$ cat src/verilog/dac_pkg.sv
// shared constants and types for the dual converter control block
// assumes a single 200 MHz system clock and a 32-bit AXI4-Lite register bus
package dac_pkg;

   localparam int DATA_W      = 10;
   localparam int SYS_CLK_MHZ = 200;
   localparam int SAMPLE_MHZ  = 40;
   localparam int CLK_DIV     = SYS_CLK_MHZ / SAMPLE_MHZ;
   localparam int CLK_HALF    = CLK_DIV / 2;
   localparam int PIPE_DEPTH  = 3;
   localparam int TRIM_CYCLES = 34;
   localparam int TRIM_AVG    = 32;
   localparam int TRIM_SHIFT  = 5;
   localparam int N_CH        = 2;

   localparam logic [9:0] MID_CODE = 10'h200;
   localparam logic [9:0] MAX_CODE = 10'h3FF;
   localparam logic [9:0] MIN_CODE = 10'h000;

   localparam int         ADDR_W     = 8;
   localparam logic [7:0] REG_CTRL   = 8'h00;
   localparam logic [7:0] REG_STATUS = 8'h04;
   localparam logic [7:0] REG_OFFSET = 8'h08;
   localparam logic [7:0] REG_LAST   = 8'h0C;

   localparam int CTRL_TRIM_BIT   = 0;
   localparam int CTRL_CLR_BIT    = 1;
   localparam int STAT_BUSY_BIT   = 2;
   localparam int STAT_DONE_BIT   = 3;
   localparam int STAT_LAYOUT_BIT = 4;
   localparam int STAT_FORMAT_BIT = 5;
   localparam int STAT_GAIN_BIT   = 6;
   localparam int HI_LSB          = 16;

   localparam logic [1:0] RESP_OKAY   = 2'h0;
   localparam logic [1:0] RESP_SLVERR = 2'h2;

   typedef enum logic [1:0] {PWR_RUN, PWR_QUICK, PWR_DEEP} dac_pwr_t;

endpackage

$ cat src/verilog/dac_trim_acc.sv
// offset trim accumulator for one converter channel
// assumes start is a one-cycle pulse and sample_en marks each conversion
module dac_trim_acc
   import dac_pkg::*;
#(
   parameter int DW = DATA_W
)(
   input  wire logic                 aclk,
   input  wire logic                 aresetn,
   input  wire logic                 start,
   input  wire logic                 sample_en,
   input  wire logic [DW-1:0]        raw,
   output logic signed [DW-1:0]      offset,
   output logic                      busy,
   output logic                      done
);

   localparam int SUM_W = DW + TRIM_SHIFT + 1;

   logic        [5:0]       cnt_reg;
   logic signed [SUM_W-1:0] sum_reg;
   logic signed [DW-1:0]    offset_reg;
   logic                    busy_reg;
   logic                    done_reg;
   wire  logic signed [DW:0] dev;
   wire  logic              last;
   wire  logic              acc_en;

   // deviation of the raw code from the zero-input code
   assign dev    = $signed({1'b0, raw}) - $signed({1'b0, MID_CODE});
   assign last   = (cnt_reg == 6'(TRIM_CYCLES - 1));
   assign acc_en = (cnt_reg < 6'(TRIM_AVG));

   always_ff @(posedge aclk) begin
      if (!aresetn) begin
         cnt_reg    <= 6'h00;
         sum_reg    <= '0;
         offset_reg <= '0;
         busy_reg   <= 1'b0;
         done_reg   <= 1'b0;
      end else begin
         done_reg <= 1'b0;
         if (start) begin
            busy_reg <= 1'b1;
            cnt_reg  <= 6'h00;
            sum_reg  <= '0;
         end else if (busy_reg && sample_en) begin
            cnt_reg <= cnt_reg + 6'h01;
            if (acc_en) begin
               sum_reg <= sum_reg + SUM_W'(dev);
            end
            if (last) begin
               busy_reg   <= 1'b0;
               done_reg   <= 1'b1;
               offset_reg <= sum_reg[TRIM_SHIFT+DW-1:TRIM_SHIFT];
            end
         end
      end
   end

   assign offset = offset_reg;
   assign busy   = busy_reg;
   assign done   = done_reg;

endmodule // dac_trim_acc

$ cat src/verilog/dac_top.sv
// control and output side of a dual 10-bit sampling converter
// assumes raw codes come from the converter core on aclk, control pins
// are asynchronous, and software uses an AXI4-Lite master
//
// The AXI4-Lite interface to the registers and the register addresses are this design's own decisions.
module dac_top
   import dac_pkg::*;
#(
   parameter int DW  = DATA_W,
   parameter int DIV = CLK_DIV
)(
   input  wire logic              aclk,
   input  wire logic              aresetn,
   input  wire logic [DW-1:0]     raw_i,
   input  wire logic [DW-1:0]     raw_q,
   input  wire logic              bus_layout_select,
   input  wire logic              offset_trim_trigger,
   input  wire logic              code_format_select,
   input  wire logic              quick_sleep_pin,
   input  wire logic              deep_sleep_pin,
   input  wire logic              gain_select_pin,
   output logic [DW-1:0]          data_i,
   output logic [DW-1:0]          data_q,
   output logic                   iq_sel,
   output logic                   sample_clk,
   output logic                   afe_gain,
   output logic                   afe_standby,
   output logic                   afe_powerdown,
   input  wire logic [ADDR_W-1:0] s_axi_awaddr,
   input  wire logic              s_axi_awvalid,
   output logic                   s_axi_awready,
   input  wire logic [31:0]       s_axi_wdata,
   input  wire logic [3:0]        s_axi_wstrb,
   input  wire logic              s_axi_wvalid,
   output logic                   s_axi_wready,
   output logic [1:0]             s_axi_bresp,
   output logic                   s_axi_bvalid,
   input  wire logic              s_axi_bready,
   input  wire logic [ADDR_W-1:0] s_axi_araddr,
   input  wire logic              s_axi_arvalid,
   output logic                   s_axi_arready,
   output logic [31:0]            s_axi_rdata,
   output logic [1:0]             s_axi_rresp,
   output logic                   s_axi_rvalid,
   input  wire logic              s_axi_rready
);

   localparam int NPIN = 6;
   localparam int P_LAYOUT = 0;
   localparam int P_TRIM   = 1;
   localparam int P_FORMAT = 2;
   localparam int P_QUICK  = 3;
   localparam int P_DEEP   = 4;
   localparam int P_GAIN   = 5;
   localparam int HALF     = DIV / 2;

   // pin synchronisers
   logic [NPIN-1:0] pin_meta_reg;
   logic [NPIN-1:0] pin_sync_reg;
   logic            trim_prev_reg;
   wire  logic [NPIN-1:0] pin_raw;

   // sample clock divider
   logic [7:0] div_cnt_reg;
   logic       sample_clk_reg;
   wire  logic rise_pulse;
   wire  logic fall_pulse;

   // power state
   dac_pwr_t pwr_reg;
   dac_pwr_t pwr_next;
   wire  logic run;
   wire  logic cap_en;
   wire  logic out_rise;
   wire  logic out_fall;

   // trim control
   wire  logic trim_pin_rise;
   wire  logic trim_start;
   logic       sw_trim_reg;
   logic       done_reg;
   wire  logic [N_CH-1:0] trim_busy;
   wire  logic [N_CH-1:0] trim_done;
   wire  logic signed [DW-1:0] offset_ch [N_CH];
   wire  logic [DW-1:0] raw_ch [N_CH];
   wire  logic [DW-1:0] tail_ch [N_CH];

   // output registers
   logic [DW-1:0] data_i_reg;
   logic [DW-1:0] data_q_reg;
   logic          iq_sel_reg;
   logic          afe_gain_reg;
   logic          afe_standby_reg;
   logic          afe_powerdown_reg;
   wire  logic    layout_par;
   wire  logic    fmt_twos;
   wire  logic [DW-1:0] fmt_i;
   wire  logic [DW-1:0] fmt_q;

   // bus slave
   logic        awready_reg;
   logic        wready_reg;
   logic        bvalid_reg;
   logic [1:0]  bresp_reg;
   logic        arready_reg;
   logic        rvalid_reg;
   logic [1:0]  rresp_reg;
   logic [31:0] rdata_reg;
   wire  logic  wr_go;
   wire  logic  wr_fire;
   wire  logic  rd_go;
   wire  logic  rd_fire;
   wire  logic  wr_ctrl;
   wire  logic  wr_hit;
   wire  logic  rd_hit;
   wire  logic  clr_done;
   wire  logic [31:0] stat_word;
   wire  logic [31:0] off_word;
   wire  logic [31:0] last_word;
   wire  logic [31:0] rd_word;

   assign pin_raw = {gain_select_pin, deep_sleep_pin, quick_sleep_pin,
                     code_format_select, offset_trim_trigger,
                     bus_layout_select};

   always_ff @(posedge aclk) begin
      if (!aresetn) begin
         pin_meta_reg  <= '0;
         pin_sync_reg  <= '0;
         trim_prev_reg <= 1'b0;
      end else begin
         pin_meta_reg  <= pin_raw;
         pin_sync_reg  <= pin_meta_reg;
         trim_prev_reg <= pin_sync_reg[P_TRIM];
      end
   end

   // sample clock: high for the first HALF (DIV / 2) aclk cycles of each divider period
   assign rise_pulse = (div_cnt_reg == 8'h00);
   assign fall_pulse = (div_cnt_reg == 8'(HALF));

   always_ff @(posedge aclk) begin
      if (!aresetn) begin
         div_cnt_reg    <= 8'h00;
         sample_clk_reg <= 1'b0;
      end else begin
         if (div_cnt_reg == 8'(DIV - 1)) begin
            div_cnt_reg <= 8'h00;
         end else begin
            div_cnt_reg <= div_cnt_reg + 8'h01;
         end
         if (rise_pulse) begin
            sample_clk_reg <= 1'b1;
         end else if (fall_pulse) begin
            sample_clk_reg <= 1'b0;
         end
      end
   end

   // power state from the sleep pins
   always_comb begin
      case ({pin_sync_reg[P_DEEP], pin_sync_reg[P_QUICK]})
         2'h0:    pwr_next = PWR_RUN;
         2'h1:    pwr_next = PWR_QUICK;
         2'h2:    pwr_next = PWR_DEEP;
         2'h3:    pwr_next = PWR_DEEP;
         default: pwr_next = PWR_DEEP;
      endcase
   end

   always_ff @(posedge aclk) begin
      if (!aresetn) begin
         pwr_reg           <= PWR_RUN;
         afe_standby_reg   <= 1'b0;
         afe_powerdown_reg <= 1'b0;
         afe_gain_reg      <= 1'b0;
      end else begin
         pwr_reg           <= pwr_next;
         afe_standby_reg   <= (pwr_next == PWR_QUICK);
         afe_powerdown_reg <= (pwr_next == PWR_DEEP);
         afe_gain_reg      <= pin_sync_reg[P_GAIN];
      end
   end

   assign run      = (pwr_reg == PWR_RUN);
   assign cap_en   = fall_pulse && run;
   assign out_rise = rise_pulse && run;
   assign out_fall = fall_pulse && run;

   // trim start from pin edge or software
   assign trim_pin_rise = pin_sync_reg[P_TRIM] && !trim_prev_reg;
   assign trim_start    = trim_pin_rise || sw_trim_reg;
   assign raw_ch[0]     = raw_i;
   assign raw_ch[1]     = raw_q;

   genvar ch;
   generate
      for (ch = 0; ch < N_CH; ch = ch + 1) begin : gen_ch
         logic        [DW-1:0] pipe_reg [PIPE_DEPTH];
         wire  logic signed [DW+1:0] diff;
         wire  logic  [DW-1:0] corr;

         dac_trim_acc #(
            .DW (DW)
         ) u_trim (
            .aclk      (aclk),
            .aresetn   (aresetn),
            .start     (trim_start),
            .sample_en (cap_en),
            .raw       (raw_ch[ch]),
            .offset    (offset_ch[ch]),
            .busy      (trim_busy[ch]),
            .done      (trim_done[ch])
         );

         // corrected code clamps, so usable range shrinks by the offset
         assign diff = $signed({2'h0, raw_ch[ch]})
                     - $signed({{2{offset_ch[ch][DW-1]}}, offset_ch[ch]});
         assign corr = (diff < 0) ? MIN_CODE :
                       (diff > $signed({2'h0, MAX_CODE})) ? MAX_CODE :
                       diff[DW-1:0];

         always_ff @(posedge aclk) begin
            if (!aresetn) begin
               for (int k = 0; k < PIPE_DEPTH; k++) begin
                  pipe_reg[k] <= MID_CODE;
               end
            end else if (cap_en) begin
               pipe_reg[0] <= corr;
               for (int k = 1; k < PIPE_DEPTH; k++) begin
                  pipe_reg[k] <= pipe_reg[k-1];
               end
            end
         end

         assign tail_ch[ch] = pipe_reg[PIPE_DEPTH-1];
      end
   endgenerate

   // output coding
   assign fmt_twos   = pin_sync_reg[P_FORMAT];
   assign layout_par = pin_sync_reg[P_LAYOUT];
   assign fmt_i = {tail_ch[0][DW-1] ^ fmt_twos, tail_ch[0][DW-2:0]};
   assign fmt_q = {tail_ch[1][DW-1] ^ fmt_twos, tail_ch[1][DW-2:0]};

   always_ff @(posedge aclk) begin
      if (!aresetn) begin
         data_i_reg <= MID_CODE;
         data_q_reg <= MIN_CODE;
         iq_sel_reg <= 1'b0;
      end else begin
         if (out_rise) begin
            data_i_reg <= fmt_i;
            iq_sel_reg <= 1'b1;
            if (layout_par) begin
               data_q_reg <= fmt_q;
            end else begin
               data_q_reg <= MIN_CODE;
            end
         end else if (out_fall) begin
            iq_sel_reg <= 1'b0;
            if (!layout_par) begin
               data_i_reg <= fmt_q;
            end
         end
      end
   end

   // register bus: write and read paths
   assign wr_go   = s_axi_awvalid && s_axi_wvalid && !awready_reg
                    && !bvalid_reg;
   assign wr_fire = awready_reg;
   assign rd_go   = s_axi_arvalid && !arready_reg && !rvalid_reg;
   assign rd_fire = arready_reg;
   assign wr_ctrl = wr_fire && (s_axi_awaddr == REG_CTRL)
                    && s_axi_wstrb[0];
   assign wr_hit  = (s_axi_awaddr == REG_CTRL)
                    || (s_axi_awaddr == REG_STATUS)
                    || (s_axi_awaddr == REG_OFFSET)
                    || (s_axi_awaddr == REG_LAST);
   assign rd_hit  = (s_axi_araddr == REG_CTRL)
                    || (s_axi_araddr == REG_STATUS)
                    || (s_axi_araddr == REG_OFFSET)
                    || (s_axi_araddr == REG_LAST);
   assign clr_done = wr_ctrl && s_axi_wdata[CTRL_CLR_BIT];

   assign stat_word = {25'h0, afe_gain_reg, fmt_twos, layout_par, done_reg,
                       |trim_busy, 2'(pwr_reg)};
   assign off_word  = {6'h0, offset_ch[1], 6'h0, offset_ch[0]};
   assign last_word = {6'h0, data_q_reg, 6'h0, data_i_reg};
   assign rd_word   = (s_axi_araddr == REG_STATUS) ? stat_word :
                      (s_axi_araddr == REG_OFFSET) ? off_word :
                      (s_axi_araddr == REG_LAST)   ? last_word :
                      32'h0000_0000;

   always_ff @(posedge aclk) begin
      if (!aresetn) begin
         awready_reg <= 1'b0;
         wready_reg  <= 1'b0;
         bvalid_reg  <= 1'b0;
         bresp_reg   <= RESP_OKAY;
         sw_trim_reg <= 1'b0;
         done_reg    <= 1'b0;
      end else begin
         awready_reg <= wr_go;
         wready_reg  <= wr_go;
         sw_trim_reg <= wr_ctrl && s_axi_wdata[CTRL_TRIM_BIT];
         done_reg    <= (|trim_done) || (done_reg && !clr_done);
         if (wr_fire) begin
            bvalid_reg <= 1'b1;
            bresp_reg  <= wr_hit ? RESP_OKAY : RESP_SLVERR;
         end else if (s_axi_bready) begin
            bvalid_reg <= 1'b0;
         end
      end
   end

   always_ff @(posedge aclk) begin
      if (!aresetn) begin
         arready_reg <= 1'b0;
         rvalid_reg  <= 1'b0;
         rresp_reg   <= RESP_OKAY;
         rdata_reg   <= 32'h0000_0000;
      end else begin
         arready_reg <= rd_go;
         if (rd_fire) begin
            rvalid_reg <= 1'b1;
            rdata_reg  <= rd_word;
            rresp_reg  <= rd_hit ? RESP_OKAY : RESP_SLVERR;
         end else if (s_axi_rready) begin
            rvalid_reg <= 1'b0;
         end
      end
   end

   assign data_i        = data_i_reg;
   assign data_q        = data_q_reg;
   assign iq_sel        = iq_sel_reg;
   assign sample_clk    = sample_clk_reg;
   assign afe_gain      = afe_gain_reg;
   assign afe_standby   = afe_standby_reg;
   assign afe_powerdown = afe_powerdown_reg;
   assign s_axi_awready = awready_reg;
   assign s_axi_wready  = wready_reg;
   assign s_axi_bvalid  = bvalid_reg;
   assign s_axi_bresp   = bresp_reg;
   assign s_axi_arready = arready_reg;
   assign s_axi_rvalid  = rvalid_reg;
   assign s_axi_rdata   = rdata_reg;
   assign s_axi_rresp   = rresp_reg;

endmodule // dac_top

$ cat config.mk
export PLATFORM = sky130hd
export DESIGN_NAME = dac_top
export DESIGN_NICKNAME = d
export VERILOG_FILES = /design/src/verilog/dac_pkg.sv /design/src/verilog/dac_trim_acc.sv /design/src/verilog/dac_top.sv
export SDC_FILE = /design/constraint.sdc
export NUM_CORES = 1
export LEC_CHECK = 0
export BUFFER_PORTS_ARGS = -buffer_cell sky130_fd_sc_hd__buf_4
export CAP_MARGIN = 20
export CORE_UTILIZATION = 60
export CTS_CLUSTER_DIAMETER = 80
export DETAILED_ROUTE_END_ITERATION = 8
export PLACE_DENSITY = 0.84
export SETUP_SLACK_MARGIN = 0.4
export SLEW_MARGIN = 20
export SYNTH_ARGS = -nofsm -noshare
export SYNTH_HDL_FRONTEND = slang
export SYNTH_SLANG_ARGS = --single-unit
$ cat constraint.sdc
create_clock -name aclk -period 8.3 [get_ports aclk]
set_clock_uncertainty 0.15 [all_clocks]
set_input_delay 0.415 -clock aclk [delete_from_list [all_inputs] [get_ports aclk]]
set_output_delay 0.415 -clock aclk [all_outputs]
set_load 0.01 [all_outputs]
==> results of run 1 <==
==> worst paths after layout <==
check,endpoint,depth (start not counted)
worst max-delay path,gen_ch[0].pipe_reg[0][23],6
worst min-delay path,pin_meta_reg[2],2
worst max register to register,gen_ch[0].pipe_reg[0][23],6
worst min register to register,pwr_reg[0],2
==> placed cells by master, fill, tap and decap left out, types with 10 or more instances in the layout <==
cell type | Yosys | routed
dfxtp_1 | 141 | 141
nor2_1 | 115 | 115
buf_4 | 16 | 107
a21oi_1 | 103 | 103
nand2_1 | 103 | 102
edfxtp_1 | 60 | 60
ha_1 | 57 | 57
inv_1 | 51 | 51
and3_1 | 49 | 49
xnor2_1 | 29 | 29
o21ai_0 | 28 | 28
clkbuf_16 | 0 | 23
nand3_1 | 21 | 21
a22o_1 | 21 | 21
xor2_1 | 21 | 21
and2_1 | 17 | 17
a21o_1 | 15 | 15
mux2i_1 | 15 | 15
o21a_1 | 14 | 14
or3_1 | 14 | 14
conb_1 | 1 | 14
nand2b_1 | 12 | 12
a211oi_1 | 10 | 10
==> final cells by class <==
type                            instances  share of cell area [%]
Inverter                               52                    1.70
Tap cell                              216                    2.35
Multi-Input combinational cell        759                    42.1
Clock inverter                         13                    1.00
Clock buffer                           27                    5.23
Timing Repair Buffer                  111                    7.35
Sequential cell                       201                    40.3
==> routing by layer <==
layer | share of wire, % | routed length, um | global-route usage [%] | vias to the layer above
met1 | 43 | 9650 | 35.4 | 3710
met3 | 7.3 | 1650 | 3.28 | 33
met4 | 2.3 | 524 | 8.72 | 0
met2 | 48 | 10800 | 45.6 | 288
met5 | 0 | 0 | 0 | -
li1 | - | - | - | 3894
==> timing repair <==
action | 4_1_cts | 5_1_grt
gates resized for setup | 0 | 0
hold buffers | 4 | 0
endpoints found under the hold margin | 4 | 0
==> worst max-delay path, stage by stage (launching register included) <==
cell     delay, ns
dfxtp_1       0.37
nor4_2        0.35
and2_1        0.22
nor3b_4       0.34
nand2_1       0.31
nand2_2       0.49
buf_4         0.53
==> cell families after synthesis <==
group | count (synthesis)
buf+inv | 111
flops | 201
compound gates | 239
fa+ha+maj | 61
mux | 20
simple gates | 375
xor+xnor | 50
other cells | 1
==> report_power, final <==
group          leakage (nW)  switching, mW  internal [mW]  total [mW]
clock                 0.340          0.389          0.575       0.965
sequential             1.75         0.0251           1.06        1.08
combinational          2.73          0.152         0.0980       0.250
==> results.py, run 1 <==
metrics = {
    "synth": {
        "async_flop_share_pct": 0,
        "yosysWarnings": 0,
        "synth_edf_count": 60,
        "yosys.area_share.simple_pct": 18.2,
        "syn_area_per_cell_um2": 9.34,
        "synth_compound_area_share_pct": 15.4,
        "synth_area_leader_cell": "dfxtp_1",
        "synthMuxAreaShare_pct": 2.09,
        "yosysMostFrequentCell": "dfxtp_1",
        "synthTopCellsByCount": "141 x dfxtp_1, 115 x nor2_1, 103 x a21oi_1, 103 x nand2_1, 60 x edfxtp_1",
        "yosysSeqAreaShare_pct": 46.8,
        "synth-xor-area-share_pct": 4.43,
        "synth_fa_ha_area_share_pct": 8.03,
        "synth_cell_types": 61,
        "synth-seq-cells": 201,
        "synth.area.top_cells": "dfxtp_1 29%, edfxtp_1 18%, ha_1 7.2%, a21oi_1 5.2%, nor2_1 4.4%",
        "synth_flop_cell": "dfxtp_1",
        "synth_cells": 1058,
        "synth_top_family_by_area": "simple AND/OR/NAND/NOR gates",
        "synth_top_area_share_pct": 28.6,
        "synthesis.area_um2": 9880,
    },
    "placed_design": {
        "dp_slack_ns": 5.11,
        "dp_cells": 1335,
        "port_buffers": 103,
        "placed_cell_area_um2": 10700,
        "hpwl_um": 15800,
        "place.gp.congestion": 0.893,
    },
    "detailed_routing": {
        "vias": 7925,
        "via_per_inst": 5.75,
        "drt_pass1_iterations": 5,
        "drc": 0,
        "antenna_left": 0,
        "drt-initial-drc-count": 496,
        "drt_wl_total_um": 22700,
        "wl_per_cell_um": 16.4,
    },
    "power": {
        "vdd.ir_drop.worst_v": 0.000136,
        "leakagePower_nw": 4.82,
        "power_density_nw_per_um2": 200,
        "power_mw": 2.30,
    },
    "timing": {
        "worst_pin_slew_ns": 0.850,
        "finalSetupViolCount": 0,
        "hold_viol_final": 0,
        "hold_ws_ns": 0.0117,
        "relSlewSlack_pct": 43.4,
        "finalMaxSlewViolations": 0,
        "max_freq_mhz": 319,
        "min_period_ns": 3.14,
        "finalCritPeriodShare_pct": 37.8,
        "setup_slack_ns": 5.16,
        "rsz0062_at_grt": "false",
        "tns_ns": 0,
    },
    "clocking": {
        "post_cts_buffers": 0,
        "path_clk_slew_ns": 0.06,
        "cts_htree_levels": 1,
        "clockBufferDepth": 3,
        "clock-root-buffer": "clkbuf_16",
        "cts_inserted_buffers": 22,
        "numClockSinks": 201,
        "insertion_delay_ns": 0.49,
        "cts_tree": "done",
    },
    "cells_and_area": {
        "diodes": 0,
        "final_util_pct": 71.7,
        "finish.instance_area_um2": 11500,
        "nets": 1293,
        "filler_cell_count": 1158,
        "multi_input_area_um2": 4830,
        "drive_above_1_share_pct": 13.2,
        "area_growth_syn_to_layout_pct": 16.1,
        "fin_cells": 1379,
        "ff_latch_area_um2": 4620,
        "largest_register_ffs": 60,
    },
    "worst_setup_path": {
        "worstPathArrival_ns": 3.11,
        "rrSetupSlack_ns": 5.16,
        "worst_setup_path_start_kind": "flop",
        "crit_path_end_kind": "flop",
        "path_max_fanout": 38,
        "timing.rr.start": "div_cnt_reg[4]",
        "cp.required_ns": 8.27,
        "startpoint": "div_cnt_reg[4]",
        "critical_path_class": "flop to flop",
    },
    "floorplanning": {
        "fp.dieH_um": 130,
        "start_util_pct": 61.8,
        "dieWidth_um": 130,
        "ios": 151,
        "core_area_um2": 16000,
        "rows": 46,
        "die_area_um2": 17000,
    },
    "global_route": {
        "grt_antenna_before_repair": 0,
        "grt_util_all_layers_pct": 26.7,
        "grt_start_max_net_pins": 62,
        "grt_pass1_vias": 7154,
        "grt_overflow": 0,
        "grt_pass1_wl_um": 35800,
    },
    "run": {
        "drv_cap": 0,
    },
    "status": {
        "outcome": "complete, no violations",
    },
    "hold_path": {
        "worstHoldStart": "code_format_select",
        "hp-class": "input port to flop",
    },
}
(Power assumes the default switching activity.)
==> run 2, diff against run 1 <==
- ABC_AREA: not set -> 1
- CORE_UTILIZATION: 60 -> 53
- PLACE_DENSITY: 0.84 -> 0.77
- clock period: 8.3 -> 2.5 ns (I/O delays scaled with it)
==> results.py, run 2 <==
metrics = {
    "hold_path": {
        "min_to": "gen_ch[1].u_trim.sum_reg[7]",
        "hp-class": "input port to flop",
        "worstHoldStart": "raw_q[7]",
        "holdPathStages": 4,
    },
    "timing": {
        "rsz0062_at_grt": "true",
        "setup_slack_ns": 0.411,
        "tns_ns": 0,
        "finalCritPeriodShare_pct": 83.6,
        "worst_pin_slew_ns": 0.878,
        "hold_ws_ns": 0.0319,
        "min_period_ns": 2.09,
        "max_freq_mhz": 479,
        "hold_viol_final": 0,
        "relSlewSlack_pct": 41.0,
        "finalSetupViolCount": 0,
        "finalMaxSlewViolations": 0,
    },
    "worst_setup_path": {
        "crit_path_end_kind": "flop",
        "r2r_cells": 8,
        "timing.rr.start": "gen_ch[1].u_trim.offset[0]",
        "r2r_end": "gen_ch[1].pipe_reg[0][6]",
        "path_max_fanout": 3,
        "worst_setup_path_start_kind": "input port",
        "worstPathArrival_ns": 2.18,
        "cp.required_ns": 2.59,
        "rrSetupSlack_ns": 0.43,
        "critical_path_class": "input port to flop",
    },
    "floorplanning": {
        "die_area_um2": 21000,
        "start_util_pct": 54.9,
        "rows": 51,
        "core_area_um2": 19700,
        "fp.dieH_um": 145,
        "ios": 151,
        "dieWidth_um": 145,
    },
    "power": {
        "vdd.ir_drop.worst_v": 0.000334,
        "power_mw": 7.94,
        "cell_internal_pwr_mw": 5.89,
        "combPwrFrac_pct": 14.3,
        "leakagePower_nw": 6.02,
        "power.switching_mw": 2.05,
        "p_seq_share_pct": 45.7,
        "pwr-share-clk_pct": 40.0,
        "power_density_nw_per_um2": 597,
        "netSwitchingFraction_pct": 25.8,
    },
    "status": {
        "outcome": "complete, no violations",
    },
    "placed_design": {
        "dp_slack_ns": 0.281,
        "port_buffers": 103,
        "hpwl_um": 19600,
        "dp_cells": 1736,
        "placed_cell_area_um2": 11800,
        "place.gp.congestion": 0.979,
    },
    "cells_and_area": {
        "drive_above_1_share_pct": 18.5,
        "final_common_cell": "nand2_1",
        "final_cell_mix": "294 x nand2_1, 190 x inv_1, 132 x dfxtp_1",
        "filler_cell_count": 1588,
        "diodes": 0,
        "area_growth_syn_to_layout_pct": 23.1,
        "nets": 1680,
        "final_util_pct": 67.5,
        "finish.instance_area_um2": 13300,
        "largest_register_ffs": 60,
        "fin_cells": 1815,
    },
    "synth": {
        "synth_edf_count": 60,
        "synth.area.top_cells": "dfxtp_1 26%, edfxtp_1 17%, nand2_1 11%, inv_1 7.1%, ha_1 6.6%",
        "yosysMostFrequentCell": "nand2_1",
        "synth_top_area_share_pct": 26.1,
        "synthesis.area_um2": 10800,
        "synth-seq-cells": 201,
        "synth_area_leader_cell": "dfxtp_1",
        "synth_cell_types": 50,
        "synth_cells": 1394,
        "synth_flop_cell": "dfxtp_1",
        "synthTopCellsByCount": "314 x nand2_1, 205 x inv_1, 141 x dfxtp_1",
        "yosysWarnings": 0,
        "async_flop_share_pct": 0,
        "yosysSeqAreaShare_pct": 42.8,
        "syn_area_per_cell_um2": 7.76,
    },
    "detailed_routing": {
        "antenna_left": 0,
        "vias": 9536,
        "wl_per_cell_um": 15.2,
        "drt_pass1_iterations": 8,
        "via_per_inst": 5.25,
        "drt_wl_total_um": 27500,
        "drt-initial-drc-count": 643,
        "drc": 0,
    },
    "global_route": {
        "grt_start_max_net_pins": 46,
        "grt_util_all_layers_pct": 25.7,
        "grt_overflow": 0,
        "grt_pass1_wl_um": 42000,
        "grt_pass1_vias": 8598,
        "grt_antenna_before_repair": 0,
    },
    "clocking": {
        "clockBufferDepth": 3,
        "cts_inserted_buffers": 22,
        "cts_tree": "done",
        "path_clk_slew_ns": 0.06,
        "clock-root-buffer": "clkbuf_16",
        "insertion_delay_ns": 0.49,
        "cts_htree_levels": 1,
        "numClockSinks": 201,
    },
    "run": {
        "drv_cap": 0,
    },
}
## run 2: kinds of logic (layout without fill, tap and decap cells)
group                      count (synthesis)  count (layout)  share of synthesized area (%)
and+or+nand+nor                          592             593                           24.2
buffers and inverters                    270             412                           10.6
DFF                                      201             201                           42.8
adders and majority gates                 61              61                           7.33
AOI/OAI and AO/OA                        232             232                           12.1
other                                      1              14                         0.0347
xor gates and xnor gates                  37              37                           3.00
## run 2: power groups by stage
stage	logic (mW)	registers (mW)	clock network [mW]
floorplan	0.640	3.70	0
global placement	0.982	3.69	0
detailed placement	0.998	3.70	0
global route	1.25	3.65	3.36
CTS	1.05	3.63	3.24
finish	1.14	3.63	3.18
## run 2: how the worst max path moves through the flow
stage	start	to	slack (ns)	cells past startpoint
3_5_place_dp	gen_ch[0].u_trim.offset[0]	gen_ch[0].pipe_reg[0][9]	0.28	11
4_1_cts	gen_ch[0].u_trim.offset[2]	gen_ch[0].pipe_reg[0][9]	0.38	12
3_3_place_gp	gen_ch[0].u_trim.offset[0]	gen_ch[0].pipe_reg[0][9]	0.31	11
6_report	raw_q[0]	gen_ch[1].pipe_reg[0][6]	0.41	11
5_1_grt	div_cnt_reg[0]	gen_ch[1].u_trim.offset[2]	0.35	10
2_1_floorplan	gen_ch[0].u_trim.offset[2]	gen_ch[0].pipe_reg[0][9]	0.52	12
## run 2: cell type report
cell class                 instances  area (um^2)  area share [%]
sequential                       201         4640            34.8
multi-input combinational        937         5490            41.3
timing repair buffer             157         1310            9.85
inverter                         215          815            6.12
tap                              265          332            2.49
clock buffer                      33          684            5.14
clock inverter                     7         42.5           0.320
## run 2: repair_timing
action                                  4_1_cts  5_1_grt
hold endpoints to repair                     25        0
resized for setup                            15       90
endpoints found under the setup margin       35       69
pin swaps                                     1       16
setup buffers                                 0        8
hold buffers                                 30        0
gates cloned                                  0        1
## run 2: layer usage
metal  routed length, um  GRT usage [%]  part of all wire (%)  vias up
met5                   0              0                     0        -
met1               12200           33.7                    44     4392
met2               13200           44.4                    48      299
met4                 725           7.87                   2.6        0
li1                    -              -                     -     4803
met3                1400           2.67                   5.1       42
## run 2: critical path, cell delays in order
cell           delay, ns
dlygate4sd3_1       0.53
buf_4               0.14
inv_2               0.07
ha_2                0.17
inv_2               0.06
fa_2                0.41
nand3_1             0.12
nand3_2             0.11
a21oi_2             0.17
xor2_1              0.20
a21oi_2             0.08
==> run 3, diff against run 2 <==
- clock period: 2.5 -> 1.75 ns (I/O delays scaled with it)
==> results.py, run 3 <==
metrics = {
    "global_route": {
        "grt_overflow": 57,
        "grt_antenna_before_repair": 8,
        "grt_util_all_layers_pct": 77.6,
        "grt_start_max_net_pins": 47,
    },
    "clocking": {
        "numClockSinks": 201,
        "cts_htree_levels": 1,
        "clock-root-buffer": "clkbuf_16",
        "clockBufferDepth": 3,
        "cts_inserted_buffers": 22,
    },
    "status": {
        "outcome": "aborted with a tool error",
        "tool.error": "[ERROR GRT-0232] Routing congestion too high. Check the congestion heatmap in the GUI.",
        "haltStage": "global routing (5_1_grt)",
    },
    "floorplanning": {
        "dieWidth_um": 145,
        "start_util_pct": 54.9,
        "fp.dieH_um": 145,
        "ios": 151,
        "rows": 51,
    },
    "synth": {
        "synth_cell_types": 50,
        "synth.area.top_cells": "dfxtp_1 26%, edfxtp_1 17%, nand2_1 11%, inv_1 7.1%, ha_1 6.6%",
        "synth-seq-cells": 201,
        "synth_edf_count": 60,
        "synthesis.area_um2": 10800,
        "yosysWarnings": 0,
        "synthTopCellsByCount": "314 x nand2_1, 205 x inv_1, 141 x dfxtp_1",
        "synth_flop_cell": "dfxtp_1",
        "synth_cells": 1394,
        "syn_area_per_cell_um2": 7.76,
        "yosysMostFrequentCell": "nand2_1",
        "synth_top_area_share_pct": 26.1,
        "async_flop_share_pct": 0,
        "synth_area_leader_cell": "dfxtp_1",
        "yosysSeqAreaShare_pct": 42.8,
    },
    "timing": {
        "endpoint_type": "register input",
        "worstEndpointGrtRepair": "gen_ch[0].pipe_reg[0][9]$_SDFFCE_PN1P_/D",
    },
    "placed_design": {
        "place.gp.congestion": 0.960,
        "dp_cells": 1883,
        "port_buffers": 103,
        "hpwl_um": 21900,
    },
}
[run 3: cell counts after synthesis]
No cell type changed its count.
[run 3: cell families after synthesis]
family | share of synthesized area, %
simple gates | 24.2
other cells | 0.0347
xor+xnor | 3.00
fa+ha+maj | 7.33
flops | 42.8
buf+inv | 10.6
compound gates | 12.1
[run 3: per-stage QoR]
stage / worst slack, ns / area [um^2]
CTS: -0.163 / 16700
global placement: -0.206 / 13700
detailed placement: -0.242 / 13700
floorplan: -0.0576 / 11600
[run 3: per-layer routing]
layer	overflow	track usage, %
met1	2	75.0
met2	26	90.5
met3	8	71.4
met4	21	72.7
met5	0	48.4
[run 3: repair_timing]
item / 4_1_cts
pin swaps: 59
gates cloned: 24
hold buffers: 43
gates resized for setup: 271
setup endpoints to repair: 219
setup buffers: 44
hold endpoints to repair: 53
==> run 4, diff against run 3 <==
- CORE_UTILIZATION: 53 -> 40
- CTS_CLUSTER_DIAMETER: 80 -> not set
- PLACE_DENSITY: 0.77 -> not set
- PLACE_DENSITY_LB_ADDON: not set -> 0.15
- SETUP_SLACK_MARGIN: 0.4 -> not set
- clock period: 1.75 -> 2.3 ns (I/O delays scaled with it)
==> results.py, run 4 (synthesis gave the netlist of run 2 again) <==
metrics = {
    "status": {
        "outcome": "complete, but fails checks",
        "violations": "design-rule violations",
    },
    "cells_and_area": {
        "fin_cells": 1909,
        "nets": 1702,
        "area_growth_syn_to_layout_pct": 24.1,
        "diodes": 0,
        "final_common_cell": "nand2_1",
        "ff_latch_area_um2": 4630,
        "multi_input_area_um2": 5220,
        "filler_cell_count": 2545,
        "finish.instance_area_um2": 13400,
        "final_cell_mix": "310 x nand2_1, 205 x inv_1, 137 x dfxtp_1",
        "largest_register_ffs": 60,
        "drive_above_1_share_pct": 14.5,
        "final_util_pct": 51.1,
    },
    "detailed_routing": {
        "vias": 9345,
        "drt_pass1_iterations": 9,
        "antenna_left": 0,
        "drt_wl_total_um": 27500,
        "wl_per_cell_um": 14.4,
        "drc": 7,
        "drt-initial-drc-count": 594,
        "via_per_inst": 4.90,
    },
    "placed_design": {
        "hpwl_um": 20600,
        "place.gp.congestion": 0.883,
        "port_buffers": 103,
        "dp_slack_ns": 0.0762,
        "placed_cell_area_um2": 12000,
        "dp_cells": 1816,
    },
    "worst_setup_path": {
        "path_max_fanout": 6,
        "timing.rr.start": "gen_ch[1].u_trim.offset[0]",
        "cp_num_buf_inv": 4,
        "r2r_end": "gen_ch[1].pipe_reg[0][6]",
        "rrSetupSlack_ns": 0.13,
        "crit_path_end_kind": "flop",
        "max_stage_delay_ns": 0.60,
        "worstPathArrival_ns": 2.53,
        "crit_slowest_cell": "dlygate4sd3_1",
        "r2r_cells": 8,
        "worst_setup_path_start_kind": "input port",
        "crit_chain": "dlygate4sd3_1, buf_4, nor2_1, nand3_1, dlygate4sd3_1, inv_1, nand3_1, o22ai_1, nand2_1, a21oi_1",
        "cp.required_ns": 2.59,
        "cp_top_family": "buffers and inverters",
        "critical_path_class": "input port to flop",
    },
    "timing": {
        "finalCritPeriodShare_pct": 97.2,
        "tns_ns": 0,
        "hold_ws_ns": 0.0270,
        "hold_viol_final": 0,
        "rsz0062_at_grt": "true",
        "relSlewSlack_pct": 44.4,
        "min_period_ns": 2.24,
        "max_freq_mhz": 447,
        "setup_slack_ns": 0.0643,
        "finalSetupViolCount": 0,
        "finalMaxSlewViolations": 0,
        "worst_pin_slew_ns": 0.828,
    },
    "hold_path": {
        "min_to": "gen_ch[0].u_trim.sum_reg[2]",
        "holdPathStages": 4,
        "worstHoldStart": "raw_i[2]",
        "hp-class": "input port to flop",
    },
    "floorplanning": {
        "die_area_um2": 27700,
        "rows": 59,
        "dieWidth_um": 166,
        "ios": 151,
        "fp.dieH_um": 166,
        "start_util_pct": 41.2,
        "core_area_um2": 26300,
    },
    "clocking": {
        "clockBufferDepth": 3,
        "clock-root-buffer": "clkbuf_16",
        "cts_htree_levels": 1,
        "cts_tree": "done",
        "post_cts_buffers": 0,
        "numClockSinks": 201,
        "cts_inserted_buffers": 24,
        "insertion_delay_ns": 0.52,
        "path_clk_slew_ns": 0.06,
    },
    "power": {
        "pwr-share-clk_pct": 43.2,
        "combPwrFrac_pct": 13.3,
        "cell_internal_pwr_mw": 6.75,
        "netSwitchingFraction_pct": 25.6,
        "power_mw": 9.07,
        "p_seq_share_pct": 43.5,
        "power_density_nw_per_um2": 676,
        "leakagePower_nw": 6.11,
        "vdd.ir_drop.worst_v": 0.000476,
        "power.switching_mw": 2.32,
    },
    "global_route": {
        "grt_pass1_vias": 8789,
        "grt_start_max_net_pins": 51,
        "grt_overflow": 0,
        "grt_util_all_layers_pct": 19.9,
        "grt_pass1_wl_um": 44600,
        "grt_antenna_before_repair": 0,
    },
    "run": {
        "drv_cap": 0,
    },
}
run 4: worst max path at each step:
stage                          startpoint                       end  slack, ns  cells past startpoint
6_report                  s_axi_araddr[0]           s_axi_rdata[25]       0.06                     10
3_3_place_gp   gen_ch[0].u_trim.offset[6]  gen_ch[0].pipe_reg[0][5]       0.08                     11
3_5_place_dp   gen_ch[0].u_trim.offset[2]  gen_ch[0].pipe_reg[0][7]       0.08                     11
2_1_floorplan              div_cnt_reg[0]  gen_ch[0].pipe_reg[0][0]       0.11                      6
4_1_cts        gen_ch[0].u_trim.offset[2]  gen_ch[0].pipe_reg[0][4]       0.03                     10
5_1_grt                   s_axi_araddr[0]           s_axi_rdata[25]      -0.01                     10
run 4: timing repair:
item	CTS	global route
hold endpoints to repair	48	0
hold buffers	49	0
setup endpoints to repair	0	21
resized for setup	0	27
run 4: cell type report:
class | instances | share of cell area, %
Inverter | 215 | 6.03
Clock inverter | 11 | 0.877
Sequential cell | 201 | 34.5
Multi-Input combinational cell | 936 | 38.9
Clock buffer | 33 | 5.34
Timing Repair Buffer | 178 | 11.2
Tap cell | 335 | 3.12
run 4: worst register-to-register path, stage by stage, from the launching register on:
cell and delay, ns:
dfxtp_1 0.38, ha_1 0.16, inv_1 0.09, fa_1 0.44, nand3_1 0.11, nand3_1 0.13, a21oi_1 0.19, xor2_1 0.19
a21oi_1 0.09
run 4: per-layer routing:
layer | global-route usage (%) | wire, um | vias to the layer above
met3 | 2.54 | 1160 | 31
met2 | 33.8 | 13000 | 182
li1 | - | - | 4840
met4 | 5.39 | 461 | 0
met5 | 0 | 0 | -
met1 | 26.6 | 12900 | 4292
run 4: power groups by stage:
stage                     registers, mW  logic, mW  clock network [mW]
after floorplan                    4.02      0.694                   0
after global placement             4.02       1.11                   0
after detailed placement           4.02       1.12                   0
after CTS                          3.95       1.19                4.01
after global routing               3.96       1.35                4.17
final                              3.95       1.21                3.92
